[src/shared/tmr_defines.vh]
// Constants for the 8-bit timer/event counter: field positions, reset values.
// Assumes inclusion by plain Verilog-2005 design files.
`ifndef TMR_DEFINES_VH
`define TMR_DEFINES_VH

// ==========================================================================
// Control register fields
`define TMR_OP_HI_BIT 7
`define TMR_OP_LO_BIT 6
`define TMR_SRC_BIT 5
`define TMR_EN_BIT 4
`define TMR_EDGE_BIT 3
`define TMR_PSC_MSB 2
`define TMR_PSC_LSB 0
`define TMR_CTRL_RESET 8'h08
`define TMR_PRELOAD_RESET 8'h00
`define TMR_FULL_COUNT 8'hff

// ==========================================================================
// Operating modes
`define TMR_MODE_NONE 2'h0
`define TMR_MODE_EVENT 2'h1
`define TMR_MODE_TIMER 2'h2
`define TMR_MODE_PULSE 2'h3

`endif

[src/rtl/tmr_prescaler.v]
// Shared prescaler: picks the source tick and divides it by a power of two.
// Assumes source ticks are one-cycle enables already in the clk domain.
`timescale 1ns/1ps
`include "tmr_defines.vh"

module tmr_prescaler #(
  parameter STAGES = 7
) (
  input wire clk,
  input wire rst_b,
  input wire sys_tick,
  input wire lxt_tick,
  input wire tick_source_select,
  input wire pwm_any_enable,
  input wire [2:0] prescale_ratio,
  output wire shared_prescaler_clock,
  output reg prescaled_tick
);

  // ==========================================================================
  // Source select
  // PWM use pins the shared clock to the system clock
  assign shared_prescaler_clock = (tick_source_select && !pwm_any_enable) ?
                                  lxt_tick : sys_tick;

  // ==========================================================================
  // Divider
  // ones_below[n] is high while the low n divider bits are all ones
  reg [STAGES-1:0] div;
  wire [STAGES:0] ones_below;
  assign ones_below[0] = 1'b1;

  genvar g;
  generate
    for (g = 0; g < STAGES; g = g + 1) begin : g_ones
      assign ones_below[g+1] = ones_below[g] & div[g];
    end
  endgenerate

  always @(posedge clk or negedge rst_b) begin
    if (!rst_b) begin
      div <= {STAGES{1'b0}};
      prescaled_tick <= 1'b0;
    end else begin
      if (shared_prescaler_clock)
        div <= div + {{(STAGES-1){1'b0}}, 1'b1};
      // Stage n-1 falls as the low n bits roll over: one tick per 2^n source ticks
      prescaled_tick <= shared_prescaler_clock && ones_below[prescale_ratio];
    end
  end

endmodule // tmr_prescaler

[src/rtl/tmr_event_counter.v]
// 8-bit count-up timer/event counter with preload and control registers.
// Assumes a processor data-memory port with one-cycle read/write strobes.
// What this block does
// - Count up to FFH, overflow, reload, continue
// - Disabled preload write copies into counter
// - Enabled preload write waits for next overflow
// - Timer read returns live count
// - Control bits 7:6 select operating mode
// - Bit 5 picks system or crystal clock
// - Any PWM enabled forces system clock
// - Bit 4 enables counting
// - Bit 3 selects event count edge
// - Pulse capture start/stop edges follow bit 3
// - Bits 2:0 divide by power of two
// - Timer/capture use prescaler; event uses pin
// - Each selected pin edge adds one
// - Preload undefined after power-on
// - Timer advances on prescaled falling edge
// - Capture arms on enable, starts on edge
// - Event counting continues asleep, unmasked overflow wakes
// - Interrupt gated by enable bit
`timescale 1ns/1ps
`include "tmr_defines.vh"

module tmr_event_counter (
  input wire clk,
  input wire rst_b,
  input wire preload_wr,
  input wire preload_rd,
  input wire ctrl_wr,
  input wire ctrl_rd,
  input wire [7:0] wr_data,
  output reg [7:0] rd_data,
  input wire sys_tick,
  input wire lxt_tick,
  input wire pwm_any_enable,
  input wire overflow_irq_enable,
  input wire ext_count_pin,
  output wire shared_prescaler_clock,
  output reg overflow_irq,
  output wire wake_request,
  output wire [7:0] timer_control_out
);

  // ==========================================================================
  // Registers
  reg [7:0] timer_control;
  reg [7:0] preload;
  reg [7:0] count;
  reg pin_s1;
  reg pin_s2;
  reg pin_prev;
  reg capturing;
  reg step;

  // Next-state values
  reg [7:0] next_timer_control;
  reg [7:0] next_preload;
  reg [7:0] next_count;
  reg next_capturing;
  reg next_overflow_irq;
  reg [7:0] next_rd_data;

  // Decoded fields and strobes
  wire prescaled_tick;
  wire [1:0] mode;
  wire count_enable;
  wire edge_select;
  wire tick_source_select;
  wire [2:0] prescale_ratio;
  wire mode_active;
  wire pin_rise;
  wire pin_fall;
  wire event_edge;
  wire cap_start;
  wire cap_stop;
  wire at_full;
  wire overflow;

  // ==========================================================================
  // Control fields
  assign mode = timer_control[`TMR_OP_HI_BIT:`TMR_OP_LO_BIT];
  assign tick_source_select = timer_control[`TMR_SRC_BIT];
  assign count_enable = timer_control[`TMR_EN_BIT];
  assign edge_select = timer_control[`TMR_EDGE_BIT];
  assign prescale_ratio = timer_control[`TMR_PSC_MSB:`TMR_PSC_LSB];
  assign mode_active = (mode != `TMR_MODE_NONE);
  assign timer_control_out = timer_control;

  // ==========================================================================
  // Shared prescaler
  // The PWM override sits in the prescaler: the shared clock is not ours alone
  tmr_prescaler #(
    .STAGES(7)
  ) u_psc (
    .clk(clk),
    .rst_b(rst_b),
    .sys_tick(sys_tick),
    .lxt_tick(lxt_tick),
    .tick_source_select(tick_source_select),
    .pwm_any_enable(pwm_any_enable),
    .prescale_ratio(prescale_ratio),
    .shared_prescaler_clock(shared_prescaler_clock),
    .prescaled_tick(prescaled_tick)
  );

  // ==========================================================================
  // Pin synchroniser
  // Two flops before any logic; only the second stage fans out
  always @(posedge clk or negedge rst_b) begin
    if (!rst_b) begin
      pin_s1 <= 1'b0;
      pin_s2 <= 1'b0;
    end else begin
      pin_s1 <= ext_count_pin;
      pin_s2 <= pin_s1;
    end
  end

  // Edge history; reset low matches the idle pin, so no false edge
  always @(posedge clk or negedge rst_b) begin
    if (!rst_b) begin
      pin_prev <= 1'b0;
    end else begin
      pin_prev <= pin_s2;
    end
  end

  // ==========================================================================
  // Edge decode
  assign pin_rise = pin_s2 && !pin_prev;
  assign pin_fall = !pin_s2 && pin_prev;
  // Event edge: 0 rising, 1 falling
  assign event_edge = edge_select ? pin_fall : pin_rise;
  // Capture: 0 starts on fall, stops on rise; 1 the reverse
  assign cap_start = edge_select ? pin_rise : pin_fall;
  assign cap_stop = edge_select ? pin_fall : pin_rise;

  // ==========================================================================
  // Count step
  // Mode 00 never steps, even with the enable bit set
  always @* begin
    step = 1'b0;
    if (count_enable && mode_active) begin
      case (mode)
        `TMR_MODE_EVENT: begin
          // Pin path has no prescaler and no sleep gating
          step = event_edge;
        end
        `TMR_MODE_TIMER: begin
          step = prescaled_tick;
        end
        `TMR_MODE_PULSE: begin
          step = prescaled_tick && capturing;
        end
        default: begin
          step = 1'b0;
        end
      endcase
    end
  end

  assign at_full = (count == `TMR_FULL_COUNT);
  assign overflow = step && at_full;

  // ==========================================================================
  // Capture gate
  always @* begin
    next_capturing = capturing;
    if (!count_enable || mode != `TMR_MODE_PULSE) begin
      // Disarmed whenever stopped or out of capture mode
      next_capturing = 1'b0;
    end else if (!capturing && cap_start) begin
      next_capturing = 1'b1;
    end else if (capturing && cap_stop) begin
      next_capturing = 1'b0;
    end
  end

  // ==========================================================================
  // Register write decode
  always @* begin
    next_timer_control = timer_control;
    next_preload = preload;
    if (ctrl_wr) begin
      next_timer_control = wr_data;
    end
    if (preload_wr) begin
      next_preload = wr_data;
    end
  end

  // ==========================================================================
  // Next count
  // A write that meets an overflow reloads the new value, not the stale one
  always @* begin
    next_count = count;
    if (preload_wr && !count_enable) begin
      next_count = wr_data;
    end else if (overflow) begin
      if (preload_wr) begin
        next_count = wr_data;
      end else begin
        next_count = preload;
      end
    end else if (step) begin
      next_count = count + 8'h01;
    end
  end

  // ==========================================================================
  // Next interrupt request
  // One clock per overflow; it stays high while overflows come on back-to-back clocks (preload FFH, a step every clock)
  always @* begin
    next_overflow_irq = 1'b0;
    if (overflow && overflow_irq_enable) begin
      next_overflow_irq = 1'b1;
    end
  end

  // Wake follows the gated request; a masked overflow wakes nothing
  assign wake_request = overflow_irq;

  // ==========================================================================
  // Next read data
  // Idle read data is zero, so a stale value never looks like a fresh read
  always @* begin
    next_rd_data = 8'h00;
    if (preload_rd) begin
      next_rd_data = count;
    end else if (ctrl_rd) begin
      next_rd_data = timer_control;
    end
  end

  // ==========================================================================
  // Control register
  always @(posedge clk or negedge rst_b) begin
    if (!rst_b) begin
      timer_control <= `TMR_CTRL_RESET;
    end else begin
      timer_control <= next_timer_control;
    end
  end

  // ==========================================================================
  // Preload register
  // No meaningful power-on value; zero only avoids X in sim
  always @(posedge clk or negedge rst_b) begin
    if (!rst_b) begin
      preload <= `TMR_PRELOAD_RESET;
    end else begin
      preload <= next_preload;
    end
  end

  // ==========================================================================
  // Counting register
  always @(posedge clk or negedge rst_b) begin
    if (!rst_b) begin
      count <= `TMR_PRELOAD_RESET;
    end else begin
      count <= next_count;
    end
  end

  // ==========================================================================
  // Capture state
  always @(posedge clk or negedge rst_b) begin
    if (!rst_b) begin
      capturing <= 1'b0;
    end else begin
      capturing <= next_capturing;
    end
  end

  // ==========================================================================
  // Interrupt request
  always @(posedge clk or negedge rst_b) begin
    if (!rst_b) begin
      overflow_irq <= 1'b0;
    end else begin
      overflow_irq <= next_overflow_irq;
    end
  end

  // ==========================================================================
  // Read data
  always @(posedge clk or negedge rst_b) begin
    if (!rst_b) begin
      rd_data <= 8'h00;
    end else begin
      rd_data <= next_rd_data;
    end
  end

endmodule // tmr_event_counter

[config.mk]
export PLATFORM = sky130hd
export DESIGN_NAME = tmr_event_counter
export DESIGN_NICKNAME = d
export VERILOG_FILES = /design/src/rtl/tmr_prescaler.v /design/src/rtl/tmr_event_counter.v
export VERILOG_INCLUDE_DIRS = /design/src /design/src/shared
export SDC_FILE = /design/constraint.sdc
export NUM_CORES = 1
export LEC_CHECK = 0
export BUFFER_PORTS_ARGS = -buffer_cell sky130_fd_sc_hd__buf_2
export CORE_UTILIZATION = 35
export CTS_CLUSTER_DIAMETER = 40
export DETAILED_ROUTE_END_ITERATION = 10
export GPL_TIMING_DRIVEN = 0
export PLACE_DENSITY_LB_ADDON = 0.08
export SYNTH_ARGS = -nofsm -noshare
export SYNTH_HDL_FRONTEND = slang
export SYNTH_SLANG_ARGS = --single-unit
[constraint.sdc]
create_clock -name clk -period 2.9 [get_ports clk]
set_input_delay 0.29 -clock clk [delete_from_list [all_inputs] [get_ports clk]]
set_output_delay 0.29 -clock clk [all_outputs]
set_load 0.01 [all_outputs]
==> results of run 1 <==
layout make-up:
class	count	area share
plain buffers	8	0.02385
clock buffers	7	0.03907
clock inverters	1	0.002029
inverters	8	0.01218
multi-input cells	125	0.3582
flip-flops and latches	45	0.4571
well taps	72	0.03653
repair buffers	35	0.07103
per-layer routing:
metal,track usage,share of wire
met1,0.2240,0.48
met2,0.2709,0.48
met3,0.04800,0.032
met4,0.04545,0.0099
met5,0,0
state kept, by name, summed over array words and instances, names as in the netlist, 7 cells and up:
| name | count |
|---|---|
| count | 8 |
| preload | 8 |
| rd_data | 8 |
| timer_control_out | 8 |
| u_psc.div | 7 |
cell families (layout without fill, tap and decap cells):
logic type / after synthesis / in the layout / synth area share
flip-flops: 45 / 45 / 0.5370
XOR/XNOR: 6 / 6 / 0.02503
AO/OA/AOI/OAI: 39 / 39 / 0.1347
buffers and inverters: 16 / 59 / 0.04231
AND/OR/NAND/NOR: 57 / 57 / 0.1383
adder cells (fa/ha/maj): 3 / 3 / 0.01788
multiplexers: 20 / 20 / 0.1049
power by group through the flow:
stage | Sequential [W] | Clock [W] | Combinational [W]
finish | 0.000857 | 0.000423 | 0.000362
detailed placement | 0.000869 | 0 | 0.000367
floorplan | 0.000851 | 0 | 0.000243
global placement | 0.000865 | 0 | 0.000354
CTS | 0.000858 | 0.000434 | 0.000370
global route | 0.000875 | 0.000473 | 0.000411
critical path, stage by stage (launching register included):
cell and delay (ns):
dfrtp_1 0.49, ha_1 0.32, nand3_1 0.21, nor3_1 0.78, a21oi_1 0.08, a221oi_1 0.30, o221ai_1 0.16
cells in the final DEF, fill, tap and decap left out, types with 4 or more instances in the layout:
| cell type | n |
|---|---|
| dfrtp_1 | 44 |
| clkbuf_8 | 7 |
| a22o_1 | 5 |
| o21ai_0 | 9 |
| a21oi_1 | 5 |
| nand3_1 | 6 |
| mux2i_1 | 4 |
| buf_2 | 35 |
| mux2_2 | 16 |
| nor2_1 | 9 |
| inv_1 | 8 |
| nand2_1 | 21 |
through the flow:
stage | instances | util | worst slack (ns) | total power, W
global placement | 293 | 0.4192 | 0.5452 | 0.001219
detailed placement | 293 | 0.4192 | 0.4565 | 0.001236
finish | 301 | 0.4371 | 0.4283 | 0.001642
CTS | 301 | 0.4371 | 0.4233 | 0.001662
floorplan | 186 | - | 1.034 | 0.001093
global route | 301 | 0.4371 | 0.1348 | 0.001759
synth_stat cells, drive strengths merged (4+ instances only):
library cell and number:
dfrtp 44, nand2 21, mux2 16, o21ai 10
nor2 9, inv 8, nand3 7, a21oi 5
a22o 5, and3 4, buf 4, mux2i 4
worst paths after layout:
check,startpoint,endpoint,slack (ns)
max reg2reg,count[0],count[5],0.43
min,ext_count_pin,pin_s1,0.11
max,count[0],count[5],0.43
min in group asynchronous,rst_b,preload[0],0.15
min reg2reg,pin_s1,pin_s2,0.36
max in group asynchronous,rst_b,timer_control_out[6],2.14
==> flow_metrics.tcl, run 1 <==
set metrics [dict create \
    via_per_inst 5.100 \
    placed_cell_area_um2 2365 \
    ys_types 44 \
    routabilityCongestion 0.7937 \
    ctsResizeCount 0 \
    pwr-share-seq 0.522 \
    maxSlewHeadroom 0.3445 \
    worstMarginPinSlew_ns 0.9833 \
    diodes 0 \
    fmax_mhz 404.6 \
    grt_pass1_vias 1562 \
    yosys-top-cells-area "dfrtp_1 52%, mux2_2 8.6%, nand2_1 3.8%" \
    fin_setup_tns_ns 0 \
    peakVddDrop_mv 0.2928 \
    power.leakage_nw 1.148 \
    core-area_um2 5642 \
    multi_input_comb_area_um2 883.3 \
    drive_gt1_frac 0.2969 \
    startpoint_type "register" \
    synth_area_um2 2100 \
    io_buffers 35 \
    finalCritPeriodShare 0.8523 \
    cts_hold_buf 0 \
    wirelength_um 4756 \
    yosysSeqAreaShare 0.5369 \
    post-dp-hpwl_um 3417 \
    drv_slew 0 \
    fill_cells 553 \
    grt_max_degree 46 \
    switching_share 0.3053 \
    drv_cap 0 \
    hold_violations 0 \
    crit_fanout 7 \
    via_count 1535 \
    p_switching_w 0.0005013 \
    cts.htree.levels 2 \
    drt_iter0_drc 76 \
    status "finished, final reports clean" \
    start_util 0.3721 \
    synth_top_area_frac 0.5244 \
    fin_crit_ns 2.472 \
    ys_seq_elements 45 \
    area_delta_synth_final_pct 17.46 \
    antenna_left 0 \
    regArea_um2 1127 \
    avgRoutedWirePerCell_um 15.80 \
    drtPass1Iterations 4 \
    stdcell_area_um2 2466 \
    dieArea_um2 6312 \
    hold_depth 1 \
    fin_skew_ns 0.009535 \
    clkLatencyLatePin_ns 0.30 \
    setup.worst_path.end_class "register" \
    avgSynthCellArea_um2 11.29 \
    worstPathRequired_ns 3.07 \
    post_cts_buffers 0 \
    drc 0 \
    cts_sinks 45 \
    final_nets 250 \
    yosysWarnings 0 \
    async_reset_ff_frac 1.000 \
    rr_worst_depth 6 \
    hold_slack_ns 0.1055 \
    overflow 0 \
    cts_tree "done" \
    cts_buffer_depth 2 \
    grt_usage 0.1695 \
    antenna_found_initial 0 \
    num_io_pins 38 \
    setup_viol 0 \
    synthCells 186 \
    synth.largest_area_cell "dfrtp_1" \
    cts_root_buf "clkbuf_8" \
    die_h_um 79.45 \
    rows 27 \
    cts_buffers 5 \
    powerDensity_nw_per_um2 665.8 \
    grt_pass1_wl_um 7935 \
    synthFlopType "dfrtp_1" \
    pwr-share-comb 0.220 \
    syn_nets 208 \
    hp-class "in -> reg" \
    power_frac_clock 0.258 \
    arrival_ns 2.64 \
    synth_edf_count 0 \
    p_int_w 0.001141 \
    path_clk_slew_ns 0.08 \
    crit_type "reg -> reg" \
    die_x_um 79.45 \
    rsz0062_at_grt "false" \
]
Power figures use the tool's default switching activity.
==> run 2, diff against run 1 <==
--- a/config.mk
+++ b/config.mk
@@ -7,6 +7,9 @@
 export NUM_CORES = 1
 export LEC_CHECK = 0
 export BUFFER_PORTS_ARGS = -buffer_cell sky130_fd_sc_hd__buf_2
+export CAP_MARGIN = 20
+export CELL_PAD_IN_SITES_DETAIL_PLACEMENT = 1
+export CELL_PAD_IN_SITES_GLOBAL_PLACEMENT = 1
 export CORE_UTILIZATION = 35
 export CTS_CLUSTER_DIAMETER = 40
 export DETAILED_ROUTE_END_ITERATION = 10
==> flow_metrics.tcl, run 2 (synthesis gave the netlist of run 1 again) <==
set metrics [dict create \
    dpl.cell_count 293 \
    antenna_left 0 \
    drtPass1Iterations 4 \
    cts_buffer_depth 2 \
    arrival_ns 2.53 \
    via_count 1595 \
    core-area_um2 5642 \
    grt_max_degree 46 \
    post-dp-hpwl_um 3736 \
    hp-class "in -> reg" \
    fin_crit_ns 2.361 \
    die_h_um 79.45 \
    hold_violations 0 \
    crit_type "reg -> reg" \
    hold_slack_ns 0.1039 \
    num_io_pins 38 \
    p_switching_w 0.0005231 \
    io_buffers 35 \
    die_x_um 79.45 \
    final_nets 252 \
    power.leakage_nw 1.162 \
    diodes 0 \
    final_cell_mix "44 x dfrtp_1, 35 x buf_2, 21 x nand2_1" \
    peakVddDrop_mv 0.3170 \
    setup.worst_path.end_class "register" \
    p_int_w 0.001184 \
    overflow 0 \
    finalCritPeriodShare 0.8142 \
    pwr-share-seq 0.503 \
    path_clk_slew_ns 0.09 \
    switching_share 0.3064 \
    drv_cap 0 \
    worstMarginPinSlew_ns 0.8409 \
    area_delta_synth_final_pct 19.55 \
    fmax_mhz 423.5 \
    fin_skew_ns 0.008765 \
    via_per_inst 5.264 \
    drv_slew 0 \
    powerDensity_nw_per_um2 680.3 \
    routabilityCongestion 0.7907 \
    cts_root_buf "clkbuf_8" \
    final_cells 303 \
    drt_iter0_drc 67 \
    cts_tree "done" \
    power_frac_clock 0.283 \
    grt_pass1_wl_um 8673 \
    post_cts_buffers 0 \
    crit_fanout 7 \
    avgRoutedWirePerCell_um 16.56 \
    cts_buffers 5 \
    grt_pass1_vias 1753 \
    stdcell_area_um2 2510 \
    cts.htree.levels 2 \
    antenna_found_initial 0 \
    worstPathRequired_ns 3.07 \
    wirelength_um 5019 \
    placed_cell_area_um2 2365 \
    clkLatencyLatePin_ns 0.30 \
    status "finished, final reports clean" \
    pwr-share-comb 0.214 \
    setup_viol 0 \
    drc 0 \
    dieArea_um2 6312 \
    drive_gt1_frac 0.2987 \
    final_common_cell "dfrtp_1" \
    startpoint_type "register" \
    rsz0062_at_grt "false" \
    start_util 0.3721 \
    fin_setup_tns_ns 0 \
    maxSlewHeadroom 0.4351 \
    grt_usage 0.1812 \
    fill_cells 636 \
    rows 27 \
    cts_sinks 45 \
]
==> run 2: cell types whose count changed in the layout (fill, tap and decap cells not counted), sizes merged <==
cell,change
clkbuf,-2
buf,+1
dlygate4sd3,+1
clkinvlp,+1
bufinv,+1
==> run 2: metal layers <==
| metal | track usage | vias to the layer above | part of all wire |
|---|---|---|---|
| met1 | 0.2319 | 802 | 0.45 |
| li1 | - | 750 | - |
| met3 | 0.04114 | 6 | 0.034 |
| met5 | 0 | - | 0 |
| met4 | 0.04364 | 0 | 0.0096 |
| met2 | 0.3085 | 37 | 0.50 |
==> run 2: worst paths after layout <==
path	start	slack, ns	cells past startpoint	endpoint
setup / recovery	count[0]	0.54	6	count[5]
hold / removal	ext_count_pin	0.10	1	pin_s1
setup reg to reg	count[0]	0.54	6	count[5]
hold reg to reg	pin_s1	0.36	0	pin_s2
max in group asynchronous	rst_b	1.94	3	timer_control_out[3]
min in group asynchronous	rst_b	0.41	2	preload[4]
==> run 2: worst max-delay path, cell delays in order, from the launching register on <==
cell and delay [ns]:
dfrtp_1 0.47, ha_1 0.31, nand3_1 0.20, nor3_1 0.73, a21oi_1 0.08, a221oi_1 0.29, o221ai_1 0.16
==> run 2: timing repair <==
action	4_1_cts	5_1_grt
gates resized for setup	0	0
hold endpoints to repair	0	12
hold buffers	0	1
==> run 2: stage by stage <==
| stage | power (W) | worst slack (ns) | util |
|---|---|---|---|
| 2_1_floorplan | 0.001093 | 1.034 | - |
| 3_3_place_gp | 0.001220 | 0.5426 | 0.4192 |
| 3_5_place_dp | 0.001237 | 0.5509 | 0.4192 |
| 4_1_cts | 0.001730 | 0.5468 | 0.4396 |
| 5_1_grt | 0.001815 | 0.2955 | 0.4449 |
| 6_report | 0.001707 | 0.5389 | 0.4449 |
==> run 2: power by group through the flow <==
stage / Clock, W / Combinational (W) / Sequential, W
after global routing: 0.000519 / 0.000419 / 0.000878
final: 0.000483 / 0.000365 / 0.000859
after global placement: 0 / 0.000356 / 0.000864
after CTS: 0.000501 / 0.000370 / 0.000860
after detailed placement: 0 / 0.000367 / 0.000870
after floorplan: 0 / 0.000243 / 0.000851
==> run 2: area by class of cell <==
cell class / instances / area (um^2) / share of cell area
Tap cell: 72 / 90.09 / 0.03589
Timing Repair Buffer: 37 / 205.2 / 0.08175
Multi-Input combinational cell: 125 / 883.3 / 0.3519
Clock inverter: 3 / 46.29 / 0.01844
Sequential cell: 45 / 1127 / 0.4492
Buffer: 8 / 58.81 / 0.02343
Inverter: 8 / 30.03 / 0.01196
Clock buffer: 5 / 68.82 / 0.02742
==> run 3, diff against run 2 <==
--- a/config.mk
+++ b/config.mk
@@ -6,6 +6,7 @@
 export SDC_FILE = /design/constraint.sdc
 export NUM_CORES = 1
 export LEC_CHECK = 0
+export ABC_AREA = 1
 export BUFFER_PORTS_ARGS = -buffer_cell sky130_fd_sc_hd__buf_2
 export CAP_MARGIN = 20
 export CELL_PAD_IN_SITES_DETAIL_PLACEMENT = 1
==> constraint.sdc (replaced) <==
create_clock -name clk -period 2 [get_ports clk]
set_input_delay 0.2 -clock clk [delete_from_list [all_inputs] [get_ports clk]]
set_output_delay 0.2 -clock clk [all_outputs]
set_load 0.01 [all_outputs]
==> flow_metrics.tcl, run 3 <==
set metrics [dict create \
    yosys-top-cells-area "dfrtp_1 49%, nand2_1 12%, inv_1 4.6%" \
    finalCritPeriodShare 0.7560 \
    area_delta_synth_final_pct 19.34 \
    fin_setup_tns_ns 0 \
    peakVddDrop_mv 0.5406 \
    final_cells 376 \
    post-dp-hpwl_um 4230 \
    status "finished, final reports clean" \
    fill_cells 734 \
    ys_types 34 \
    final_common_cell "nand2_1" \
    die_x_um 81.75 \
    power.leakage_nw 1.363 \
    synth_top_area_frac 0.4947 \
    grt_pass1_wl_um 9591 \
    rows 28 \
    synth_area_um2 2226 \
    cts_buffers 5 \
    hp-class "in -> reg" \
    io_buffers 36 \
    crit_type "reg -> reg" \
    startpoint_type "register" \
    post_cts_buffers 0 \
    fin_crit_ns 1.512 \
    wirelength_um 5572 \
    maxSlewHeadroom 0.7092 \
    antenna_left 0 \
    setup.worst_path.end_class "register" \
    cts_sinks 45 \
    drt_iter0_drc 67 \
    cts_tree "done" \
    final_nets 322 \
    fmax_mhz 661.4 \
    synthCells 254 \
    synth_edf_count 0 \
    die_h_um 81.75 \
    synthFlopType "dfrtp_1" \
    via_per_inst 4.832 \
    grt_pass1_vias 1930 \
    setup_viol 0 \
    overflow 0 \
    fin_skew_ns 0.008863 \
    drive_gt1_frac 0.2425 \
    async_reset_ff_frac 1.000 \
    stdcell_area_um2 2656 \
    cts.htree.levels 2 \
    routabilityCongestion 0.8025 \
    dieArea_um2 6682 \
    avgSynthCellArea_um2 8.763 \
    diodes 0 \
    cts_root_buf "clkbuf_8" \
    crit_fanout 7 \
    grt_usage 0.1938 \
    cts_buffer_depth 2 \
    start_util 0.3694 \
    placed_cell_area_um2 2500 \
    drv_slew 0 \
    drc 0 \
    synthMostInstantiatedCell "nand2_1" \
    drv_cap 0 \
    antenna_found_initial 0 \
    hold_violations 0 \
    yosysWarnings 0 \
    drtPass1Iterations 4 \
    synth.largest_area_cell "dfrtp_1" \
    syn_nets 276 \
    clkLatencyLatePin_ns 0.31 \
    avgRoutedWirePerCell_um 14.82 \
    core-area_um2 6026 \
    rsz0062_at_grt "false" \
    final_cell_mix "71 x nand2_1, 44 x dfrtp_1, 36 x buf_2" \
    via_count 1817 \
    ctsResizeCount 0 \
    grt_max_degree 46 \
    synth_top_cells_by_count "71 x nand2_1, 44 x dfrtp_1, 27 x inv_1" \
    num_io_pins 38 \
    worstPathRequired_ns 2.20 \
    worstMarginPinSlew_ns 0.4362 \
    powerDensity_nw_per_um2 971.7 \
    path_clk_slew_ns 0.10 \
    yosysSeqAreaShare 0.5065 \
    ys_seq_elements 45 \
    dpl.cell_count 365 \
    arrival_ns 1.72 \
]
==> run 3: repair_timing <==
action / 4_1_cts / 5_1_grt
hold buffers: 1 / 1
setup endpoints to repair: 0 / 0
hold endpoints to repair: 1 / 17
==> run 3: area by class of cell <==
| cell class | count | area, um^2 | share of cell area |
|---|---|---|---|
| plain buffers | 4 | 26.28 | 0.009892 |
| multi-input cells | 174 | 953.4 | 0.3589 |
| clock buffers | 5 | 68.82 | 0.02591 |
| well taps | 75 | 93.84 | 0.03533 |
| inverters | 31 | 118.9 | 0.04475 |
| clock inverters | 3 | 47.55 | 0.01790 |
| repair buffers | 39 | 220.2 | 0.08290 |
| flip-flops and latches | 45 | 1127 | 0.4244 |
==> run 3: per-stage QoR <==
| stage | total power (W) | setup WS (ns) | util | hold slack [ns] |
|---|---|---|---|---|
| after floorplan | 0.001641 | 0.6698 | - | -0.09559 |
| after global placement | 0.001845 | 0.4974 | 0.4149 | 0.3093 |
| after detailed placement | 0.001868 | 0.4915 | 0.4149 | 0.3118 |
| after CTS | 0.002619 | 0.4635 | 0.4358 | 0.09150 |
| after global routing | 0.002749 | 0.3400 | 0.4408 | 0.1436 |
| final | 0.002581 | 0.4880 | 0.4408 | 0.1339 |
==> run 3: routing by layer <==
metal  routed length [um]  GRT usage  vias to the layer above
li1                     -          -                      909
met2                 2434     0.2975                       35
met5                    0          0                        -
met1                 2878     0.2792                      867
met3                  193    0.03333                        6
met4                   65    0.05263                        0
==> run 3: critical path: stages (launching register included) <==
cell and delay (ns):
dfstp_2 0.55, nand3_1 0.11, nand3_2 0.18, nand3_2 0.22
nor2_4 0.17, nand2_1 0.06, nand2_1 0.06, nand2_1 0.04
==> run 3: path summary, 6_finish.rpt <==
check | startpoint | slack [ns] | cells after the start | endpoint
min in group asynchronous | rst_b | 0.35 | 2 | pin_s2
setup / recovery | timer_control_out[3] | 0.49 | 7 | count[7]
setup reg to reg | timer_control_out[3] | 0.49 | 7 | count[7]
hold / removal | wr_data[1] | 0.13 | 3 | timer_control_out[1]
max in group asynchronous | rst_b | 1.09 | 3 | timer_control_out[3]
hold reg to reg | pin_s1 | 0.36 | 0 | pin_s2
==> run 3: power by group <==
group | switching [W] | internal, W
Sequential | 0.000168 | 0.00108
Combinational | 0.000343 | 0.000254
Clock | 0.000354 | 0.000382
==> run 3: cell families after synthesis <==
group           after synthesis  share of synthesized area
simple gates                127                     0.2833
flops                        45                     0.5065
buf+inv                      35                    0.06521
compound gates               33                    0.08263
xor+xnor                      9                    0.03542
fa+ha+maj                     3                    0.01687
mux                           2                    0.01012
